## src/gpt_defines.svh

```systemverilog
`ifndef GPT_DEFINES_SVH
`define GPT_DEFINES_SVH

// Register byte offsets on the bus
`define GPT_OFF_CTRL     8'h00
`define GPT_OFF_COUNT    8'h04
`define GPT_OFF_PERIOD   8'h08
`define GPT_OFF_STATUS   8'h0C

// Reset values
`define GPT_CTRL_RST     16'h0000
`define GPT_COUNT_RST    16'h0000
`define GPT_PERIOD_RST   16'hFFFF

// Writable control bits: 15, 13, 6, 5:4, 2, 1
`define GPT_CTRL_MASK    16'hA076

// Status register: sticky match flag position
`define GPT_STAT_FLAG    0

// Prescaler terminal counts for 1:1, 1:8, 1:64, 1:256
`define GPT_PS_LIM_1     8'h00
`define GPT_PS_LIM_8     8'h07
`define GPT_PS_LIM_64    8'h3F
`define GPT_PS_LIM_256   8'hFF

// Bus responses
`define GPT_RESP_OKAY    2'b00
`define GPT_RESP_SLVERR  2'b10

`endif

```

## src/gpt_pkg.sv

```systemverilog
package gpt_pkg;

   // Counting source, decoded from the control fields
   typedef enum logic [1:0] {
      GPT_MODE_TIMER,
      GPT_MODE_GATED,
      GPT_MODE_SYNC,
      GPT_MODE_ASYNC
   } gpt_mode_t;

   // Control register laid out bit for bit
   typedef struct packed {
      logic       timer_enable_bit;        // Bit 15
      logic       rsv14;
      logic       idle_stop_bit;           // Bit 13
      logic [5:0] rsv12_7;
      logic       gate_accumulate_enable;  // Bit 6
      logic [1:0] prescale_select;         // Bits 5:4
      logic       rsv3;
      logic       ext_sync_select;         // Bit 2
      logic       clock_source_select;     // Bit 1
      logic       rsv0;
   } gpt_ctrl_t;

endpackage

```

## src/gpt_pin_sync.sv

```systemverilog
`timescale 1ns/10ps

// Two-stage synchroniser with edge detection on the settled level
module gpt_pin_sync (
   input  wire logic i_sys_clk,
   input  wire logic i_nrst,
   input  wire logic i_ce,
   input  wire logic i_pin,
   output logic      o_level,
   output logic      o_rise,
   output logic      o_fall
);

   logic meta_q;  // First stage, read only by the second
   logic sync_q;  // Settled level
   logic last_q;  // Settled level one cycle late

   // Shift chain, frozen with the clock enable
   always_ff @(posedge i_sys_clk) begin
      if (!i_nrst) begin
         meta_q <= 1'b0;
         sync_q <= 1'b0;
         last_q <= 1'b0;
      end else if (i_ce) begin
         meta_q <= i_pin;
         sync_q <= meta_q;
         last_q <= sync_q;
      end
   end

   // Edges seen only on settled flops
   assign o_level = sync_q;
   assign o_rise  = sync_q & ~last_q;
   assign o_fall  = ~sync_q & last_q;

endmodule // gpt_pin_sync

```

## src/gpt_timer.sv

```systemverilog
`timescale 1ns/10ps
`include "gpt_defines.svh"

// Behaviour
// - Timer mode counts cycles, wraps at period
// - Idle with stop bit halts counting
// - Sync mode counts resynchronised external rising edges
// - Async mode counts raw external rising edges
// - Async mode also halts in Idle
// - Gated mode counts cycles while gate high
// - Two-bit prescaler: 1, 8, 64, 256
// - Count write or disable clears prescaler
// - Disabled timer leaves prescaler untouched
// - Control write leaves count unchanged
// - Event on period match and gate fall
// - Sleep: only enabled async external keeps counting
// - Sync bit: 0 async, 1 sync
module gpt_timer #(
   parameter int ADDR_W = 8  // Bus address width
) (
   input  wire logic              i_sys_clk,
   input  wire logic              i_nrst,
   input  wire logic              i_ce,
   input  wire logic              i_cpu_idle,
   input  wire logic              i_cpu_sleep,
   input  wire logic              i_ext_clock_gate_pin,
   input  wire logic [ADDR_W-1:0] i_s_axi_awaddr,
   input  wire logic              i_s_axi_awvalid,
   output logic                   o_s_axi_awready,
   input  wire logic [31:0]       i_s_axi_wdata,
   input  wire logic [3:0]        i_s_axi_wstrb,
   input  wire logic              i_s_axi_wvalid,
   output logic                   o_s_axi_wready,
   output logic [1:0]             o_s_axi_bresp,
   output logic                   o_s_axi_bvalid,
   input  wire logic              i_s_axi_bready,
   input  wire logic [ADDR_W-1:0] i_s_axi_araddr,
   input  wire logic              i_s_axi_arvalid,
   output logic                   o_s_axi_arready,
   output logic [31:0]            o_s_axi_rdata,
   output logic [1:0]             o_s_axi_rresp,
   output logic                   o_s_axi_rvalid,
   input  wire logic              i_s_axi_rready,
   output logic [15:0]            o_count,
   output logic                   o_period_event,
   output logic                   o_period_match_flag
);

   // Byte-lane merge of a 16-bit register
   function automatic logic [15:0] merge16(input logic [15:0] old,
                                           input logic [31:0] data,
                                           input logic [3:0]  strb);
      merge16 = {strb[1] ? data[15:8] : old[15:8], strb[0] ? data[7:0] : old[7:0]};
   endfunction

   // Is an offset one of ours
   function automatic logic is_mapped(input logic [ADDR_W-1:0] a);
      is_mapped = (a == ADDR_W'(`GPT_OFF_CTRL))  || (a == ADDR_W'(`GPT_OFF_COUNT)) ||
                  (a == ADDR_W'(`GPT_OFF_PERIOD)) || (a == ADDR_W'(`GPT_OFF_STATUS));
   endfunction

   gpt_pkg::gpt_ctrl_t ctrl_q;       // Control register
   logic [15:0]        count_q;      // Counter
   logic [15:0]        period_q;     // Period register
   logic [7:0]         ps_q;         // Prescaler counter
   logic               flag_q;       // Sticky match flag
   logic               event_q;      // Event pulse
   logic               pin_q;        // Raw pin, one cycle late
   logic               aw_v_q;       // Write address held
   logic               w_v_q;        // Write data held
   logic [ADDR_W-1:0]  aw_addr_q;    // Held write address
   logic [31:0]        w_data_q;     // Held write data
   logic [3:0]         w_strb_q;     // Held write strobes
   logic               bvalid_q;     // Write response pending
   logic [1:0]         bresp_q;      // Write response code
   logic               rvalid_q;     // Read data pending
   logic [1:0]         rresp_q;      // Read response code
   logic [31:0]        rdata_q;      // Read data

   gpt_pkg::gpt_mode_t mode;         // Decoded source
   logic               gate_lvl;     // Synchronised pin level
   logic               sync_rise;    // Synchronised rising edge
   logic               sync_fall;    // Synchronised falling edge
   logic               raw_rise;     // Unsynchronised rising edge
   logic               running;      // Not halted by enable, Idle or Sleep
   logic               src;          // Source edge or cycle
   logic               in_tick;      // Prescaler input tick
   logic [7:0]         ps_lim;       // Prescaler terminal count
   logic               pre_tick;     // Prescaled tick to counter
   logic               do_wr;        // Register write this cycle
   logic               ctrl_wr;      // Control register written
   logic               count_wr;     // Count register written
   logic               period_wr;    // Period register written
   logic               stat_clr;     // Flag clear by software
   logic               ps_clr;       // Prescaler clear
   logic               wrap;         // Count returns to zero
   logic               gate_fall;    // End of an accumulation
   gpt_pkg::gpt_ctrl_t ctrl_new;     // Incoming control value

   // Pin conditioning for sync and gated modes
   gpt_pin_sync u_pin_sync (
      .i_sys_clk (i_sys_clk),
      .i_nrst    (i_nrst),
      .i_ce      (i_ce),
      .i_pin     (i_ext_clock_gate_pin),
      .o_level   (gate_lvl),
      .o_rise    (sync_rise),
      .o_fall    (sync_fall)
   );

   // Source select from control fields
   always_comb begin
      if (!ctrl_q.clock_source_select) begin
         mode = ctrl_q.gate_accumulate_enable ? gpt_pkg::GPT_MODE_GATED
                                              : gpt_pkg::GPT_MODE_TIMER;
      end else begin
         mode = ctrl_q.ext_sync_select ? gpt_pkg::GPT_MODE_SYNC
                                       : gpt_pkg::GPT_MODE_ASYNC;
      end
   end

   // Halt conditions; only async external survives Sleep
   assign running = ctrl_q.timer_enable_bit
                  && !(i_cpu_idle && ctrl_q.idle_stop_bit)
                  && !(i_cpu_sleep && mode != gpt_pkg::GPT_MODE_ASYNC);

   // Async edge uses the raw pin with no synchroniser delay
   assign raw_rise = i_ext_clock_gate_pin & ~pin_q;

   // Per-mode source
   always_comb begin
      unique case (mode)
         gpt_pkg::GPT_MODE_TIMER: src = 1'b1;
         gpt_pkg::GPT_MODE_GATED: src = gate_lvl;
         gpt_pkg::GPT_MODE_SYNC:  src = sync_rise;
         gpt_pkg::GPT_MODE_ASYNC: src = raw_rise;
      endcase
   end

   assign in_tick = running && src;

   // Prescale ratio decode
   always_comb begin
      unique case (ctrl_q.prescale_select)
         2'h0: ps_lim = `GPT_PS_LIM_1;
         2'h1: ps_lim = `GPT_PS_LIM_8;
         2'h2: ps_lim = `GPT_PS_LIM_64;
         2'h3: ps_lim = `GPT_PS_LIM_256;
      endcase
   end

   // At or past the limit: a smaller ratio picked mid-count must not lap all 256 steps
   assign pre_tick = in_tick && (ps_q >= ps_lim);

   // Register write decode
   assign do_wr     = aw_v_q && w_v_q;
   assign ctrl_wr   = do_wr && aw_addr_q == ADDR_W'(`GPT_OFF_CTRL);
   assign count_wr  = do_wr && aw_addr_q == ADDR_W'(`GPT_OFF_COUNT);
   assign period_wr = do_wr && aw_addr_q == ADDR_W'(`GPT_OFF_PERIOD);
   assign stat_clr  = do_wr && aw_addr_q == ADDR_W'(`GPT_OFF_STATUS)
                    && w_strb_q[0] && w_data_q[`GPT_STAT_FLAG];
   assign ctrl_new  = merge16(ctrl_q, w_data_q, w_strb_q) & `GPT_CTRL_MASK;

   // Prescaler only clears while its clock runs, i.e. while enabled
   assign ps_clr = ctrl_q.timer_enable_bit
                 && (count_wr || (ctrl_wr && !ctrl_new.timer_enable_bit));

   assign wrap      = pre_tick && (count_q == period_q) && !count_wr;
   assign gate_fall = ctrl_q.timer_enable_bit && mode == gpt_pkg::GPT_MODE_GATED && sync_fall;

   // Control and period registers; control write never touches count
   always_ff @(posedge i_sys_clk) begin
      if (!i_nrst) begin
         ctrl_q   <= `GPT_CTRL_RST;
         period_q <= `GPT_PERIOD_RST;
      end else if (i_ce) begin
         if (ctrl_wr) begin
            ctrl_q <= ctrl_new;
         end
         if (period_wr) begin
            period_q <= merge16(period_q, w_data_q, w_strb_q);
         end
      end
   end

   // Prescaler counter
   always_ff @(posedge i_sys_clk) begin
      if (!i_nrst) begin
         ps_q <= 8'h00;
      end else if (i_ce) begin
         if (ps_clr) begin
            ps_q <= 8'h00;
         end else if (in_tick) begin
            ps_q <= pre_tick ? 8'h00 : 8'(ps_q + 8'h01);
         end
      end
   end

   // Counter; a software write beats a tick in the same cycle
   always_ff @(posedge i_sys_clk) begin
      if (!i_nrst) begin
         count_q <= `GPT_COUNT_RST;
      end else if (i_ce) begin
         if (count_wr) begin
            count_q <= merge16(count_q, w_data_q, w_strb_q);
         end else if (pre_tick) begin
            count_q <= (count_q == period_q) ? 16'h0000 : 16'(count_q + 16'h0001);
         end
      end
   end

   // Event pulse and sticky flag; set wins over clear
   always_ff @(posedge i_sys_clk) begin
      if (!i_nrst) begin
         event_q <= 1'b0;
         flag_q  <= 1'b0;
         pin_q   <= 1'b0;
      end else if (i_ce) begin
         event_q <= wrap || gate_fall;
         pin_q   <= i_ext_clock_gate_pin;
         if (wrap || gate_fall) begin
            flag_q <= 1'b1;
         end else if (stat_clr) begin
            flag_q <= 1'b0;
         end
      end
   end

   // Write channels: address and data taken in either order
   always_ff @(posedge i_sys_clk) begin
      if (!i_nrst) begin
         aw_v_q    <= 1'b0;
         w_v_q     <= 1'b0;
         aw_addr_q <= '0;
         w_data_q  <= 32'h0000_0000;
         w_strb_q  <= 4'h0;
         bvalid_q  <= 1'b0;
         bresp_q   <= `GPT_RESP_OKAY;
      end else if (i_ce) begin
         if (o_s_axi_awready && i_s_axi_awvalid) begin
            aw_v_q    <= 1'b1;
            aw_addr_q <= i_s_axi_awaddr;
         end
         if (o_s_axi_wready && i_s_axi_wvalid) begin
            w_v_q    <= 1'b1;
            w_data_q <= i_s_axi_wdata;
            w_strb_q <= i_s_axi_wstrb;
         end
         if (do_wr) begin
            aw_v_q   <= 1'b0;
            w_v_q    <= 1'b0;
            bvalid_q <= 1'b1;
            bresp_q  <= is_mapped(aw_addr_q) ? `GPT_RESP_OKAY : `GPT_RESP_SLVERR;
         end else if (bvalid_q && i_s_axi_bready) begin
            bvalid_q <= 1'b0;
         end
      end
   end

   // Read channel: one read in flight, data from a register
   always_ff @(posedge i_sys_clk) begin
      if (!i_nrst) begin
         rvalid_q <= 1'b0;
         rresp_q  <= `GPT_RESP_OKAY;
         rdata_q  <= 32'h0000_0000;
      end else if (i_ce) begin
         if (o_s_axi_arready && i_s_axi_arvalid) begin
            rvalid_q <= 1'b1;
            rresp_q  <= is_mapped(i_s_axi_araddr) ? `GPT_RESP_OKAY : `GPT_RESP_SLVERR;
            unique case (i_s_axi_araddr)
               ADDR_W'(`GPT_OFF_CTRL):   rdata_q <= {16'h0000, ctrl_q};
               ADDR_W'(`GPT_OFF_COUNT):  rdata_q <= {16'h0000, count_q};
               ADDR_W'(`GPT_OFF_PERIOD): rdata_q <= {16'h0000, period_q};
               ADDR_W'(`GPT_OFF_STATUS): rdata_q <= {31'h0000_0000, flag_q};
               default:                  rdata_q <= 32'h0000_0000;
            endcase
         end else if (rvalid_q && i_s_axi_rready) begin
            rvalid_q <= 1'b0;
         end
      end
   end

   // Readies drop with the clock enable so no beat is lost
   assign o_s_axi_awready     = i_ce && !aw_v_q && !bvalid_q;
   assign o_s_axi_wready      = i_ce && !w_v_q && !bvalid_q;
   assign o_s_axi_arready     = i_ce && !rvalid_q;
   assign o_s_axi_bvalid      = bvalid_q;
   assign o_s_axi_bresp       = bresp_q;
   assign o_s_axi_rvalid      = rvalid_q;
   assign o_s_axi_rresp       = rresp_q;
   assign o_s_axi_rdata       = rdata_q;
   assign o_count             = count_q;
   assign o_period_event      = event_q;
   assign o_period_match_flag = flag_q;
endmodule // gpt_timer

```

## config.mk

```make
export PLATFORM = sky130hd
export DESIGN_NAME = gpt_timer
export DESIGN_NICKNAME = d
export VERILOG_FILES = /design/src/gpt_pkg.sv /design/src/gpt_pin_sync.sv /design/src/gpt_timer.sv
export VERILOG_INCLUDE_DIRS = /design/src
export SDC_FILE = /design/constraint.sdc
export NUM_CORES = 1
export LEC_CHECK = 0
export ABC_AREA = 1
export BUFFER_PORTS_ARGS = -buffer_cell sky130_fd_sc_hd__buf_2
export CAP_MARGIN = 20
export CORE_ASPECT_RATIO = 1.4
export CORE_MARGIN = 10
export CORE_UTILIZATION = 40
export CTS_BUF_LIST = sky130_fd_sc_hd__clkbuf_8
export DETAILED_ROUTE_END_ITERATION = 8
export HOLD_SLACK_MARGIN = 0.12
export PLACE_DENSITY = 0.65
export SLEW_MARGIN = 30
export SYNTH_ARGS = -nofsm -noshare
export SYNTH_HDL_FRONTEND = slang
export SYNTH_SLANG_ARGS = --single-unit
```

## constraint.sdc

```tcl
create_clock -name i_sys_clk -period 5.2 [get_ports i_sys_clk]
set_input_delay 0.52 -clock i_sys_clk [delete_from_list [all_inputs] [get_ports i_sys_clk]]
set_output_delay 0.52 -clock i_sys_clk [all_outputs]
set_load 0.02 [all_outputs]
```

==> reports/results.ini <==
[placed_design]
dp_hpwl_mm = 11.5
port_buffers = 85
place_congestion = 0.885

[sta]
min_period_ns = 2.27
fin_tns_setup_ns = 0
skew_ns = 0.0127
whs_ns = 0.399
period_share_pct = 43.7
setup_viol = 0
rsz0062_at_grt = no
max_freq_mhz = 440
hold_viol_final = 0
relSlewSlack_pct = 39.0
worstMarginPinSlew_ns = 0.913
maxSlewViolCount = 0

[synthesis]
postSynthAreaPerCell_sq_um = 6.81
yosysTopAreaCellShare_pct = 37.8
yosysWarnings = 0
ys_seq_area_share_pct = 37.8
yosysTopAreaCell = dfxtp_1
syn_inst = 777
synthTopCellsByArea = dfxtp_1, nand2_1, nor2_1
syn_area_sq_um = 5290
synth_cell_type_count = 41
ys_ff_latch = 100

[cts]
clk_latency_ns = 0.37
numCtsBuffers = 9
path_clk_slew_ns = 0.10
cts_buffer_depth = 2
ctsHoldBuffers = 0
h-tree-depth = 3
cts_sinks = 100
root_buffer = clkbuf_8
cts_tree = done
postCtsSetupRepairBufs = 0
ctsResizeCount = 0

[global_routing]
grt_max_degree = 73
gr-usage-all-layers_pct = 16.4
grt_pass1_vias = 4825
antenna_found_initial = 0
grt_first_pass_wirelength_mm = 24.0
overflow = 0

[power]
netSwitchingPower_mw = 0.375
ir_drop_v = 0.000139
power.total_mw = 1.41
p_leak_nw = 2.73
seqPwrFrac_pct = 56.6
power-per-cell-area_nw_per_um2 = 237
comb_power_share_pct = 8.8
intPower_mw = 1.04
p_sw_share_pct = 26.5
pwr-share-clk_pct = 34.5

[floorplan]
dieWidth_microns = 117
io_pins = 122
initial_core_util_pct = 40.9
dieArea_sq_um = 18300
core_sq_um = 12900
fp-row-count = 49
fp.dieH_microns = 156

[setup_path]
critical_path_class = reg2reg
cp_top_family = simple AND/OR/NAND/NOR gates
crit_arrival_ns = 2.54
cp-start-kind = register
crit_buf_inv = 2
cp_slowest_cell = dfxtp_1
path_max_fanout = 11
endpoint_kind = register
crit_chain = nor2_1 -> ha_1 -> inv_1 -> nand2_1 -> nand2_1 -> nand2_1 -> nand3_1 -> nand2_1 -> nand2_1 -> nand2_1 -> nand3_2 -> nand2_1 -> inv_1 -> nor2_1 -> nor2_1
slowest_delay_ns = 0.44
critPathMostFrequentCell = nand2_1
cp_data_required_time_ns = 5.47

[route]
via_per_inst = 4.86
dr.pass1.iters = 4
first_iter_violations = 229
via_count = 5006
wl_per_cell_microns = 14.4
drc = 0
drt_wl_total_mm = 14.9
ant_nets = 0

[finish]
fill_cells = 1408
drive_above_1_share_pct = 15.0
layout_common_cells = nand2_1, nor2_1, dfxtp_1
antennaDiodeCount = 0
final_nets = 919
layout_commonest_cell = nand2_1
area_delta_synth_final_pct = 12.5

[status]
status = completed

[job]
drv_cap = 0

[hold_path]
hold_path_class = in2reg

## final cells by class
type / instances / area [sq um] / share of cell area [%]
clock inverters: 7 / 61.3 / 1.03
well taps: 178 / 223 / 3.74
clock buffers: 9 / 124 / 2.08
repair buffers: 87 / 440 / 7.40
multi-input cells: 571 / 2800 / 47.1
flip-flops and latches: 100 / 2000 / 33.6
inverters: 79 / 299 / 5.02
## cell families after synthesis
group	Yosys count	synth area share [%]
fa+ha+maj	8	1.89
other cells	1	0.0709
xor+xnor	22	3.64
flops	100	37.8
buf+inv	123	10.4
compound gates	146	15.4
simple gates	377	30.8
## final timing paths
check                           cells after the start                       endpoint  slack [ns]                           from
worst max-delay path                               15        o_count[7]$_SDFFE_PN0P_        2.93         ctrl_q[5]$_SDFFE_PN0P_
worst max register to register                     15        o_count[7]$_SDFFE_PN0P_        2.93         ctrl_q[5]$_SDFFE_PN0P_
worst min register to register                      2  o_s_axi_rdata[2]$_SDFFE_PN0P_        0.47  o_s_axi_rdata[2]$_SDFFE_PN0P_
worst min-delay path                                3      aw_addr_q[0]$_SDFFE_PN0P_        0.40              i_s_axi_awaddr[0]
## worst min-delay path: stages
cell and delay, ns:
buf_2 0.07, o21ai_0 0.07, nor2_1 0.07
## layer usage
layer / global-route usage (%) / up-vias / wire [microns]
met5: 0 / - / 0
li1: - / 2613 / -
met2: 28.3 / 144 / 7280
met4: 6.61 / 0 / 410
met1: 19.0 / 2225 / 6240
met3: 3.35 / 24 / 928
## Yosys cell counts (all sizes together)
master / number
or2: 2
nand3b: 1
ha: 8
a211oi: 3
clkbuf: 15
dfxtp: 100
and2: 1
nor4: 1
o21ai: 71
nand2: 194
conb: 1
o41ai: 1
nand4: 7
a21oi: 44
o211ai: 18
o21bai: 1
nand3: 40
nor2: 115
buf: 29
nor3: 15
nor3b: 1
a22o: 1
xnor2: 3
clkinv: 2
o21a: 2
inv: 77
xor2: 19
o22ai: 5
## flip-flops by register name, summed over array words and instances, names as in the netlist, 2 cells and up
register       cells
o_count           16
aw_addr_q          8
period_q          16
ctrl_q             7
ps_q               8
w_strb_q           2
w_data_q          16
o_s_axi_rdata     16
## per-stage QoR
stage	std cells	setup slack, ns	instance area, sq um	utilization (%)
finish	1031	2.93	5950	46.0
global route	1031	2.61	5950	46.0
CTS	1031	2.91	5950	46.0
detailed placement	1015	2.52	5770	44.6
global placement	1015	2.54	5770	44.6
floorplan	794	3.32	5360	-
## power groups by stage
stage / Combinational (mW) / Clock [mW] / Sequential, mW
floorplan: 0.0951 / 0 / 0.815
global placement: 0.124 / 0 / 0.818
detailed placement: 0.125 / 0 / 0.819
CTS: 0.126 / 0.502 / 0.801
global route: 0.142 / 0.532 / 0.804
finish: 0.125 / 0.488 / 0.801
Power figures use the tool's default switching activity.
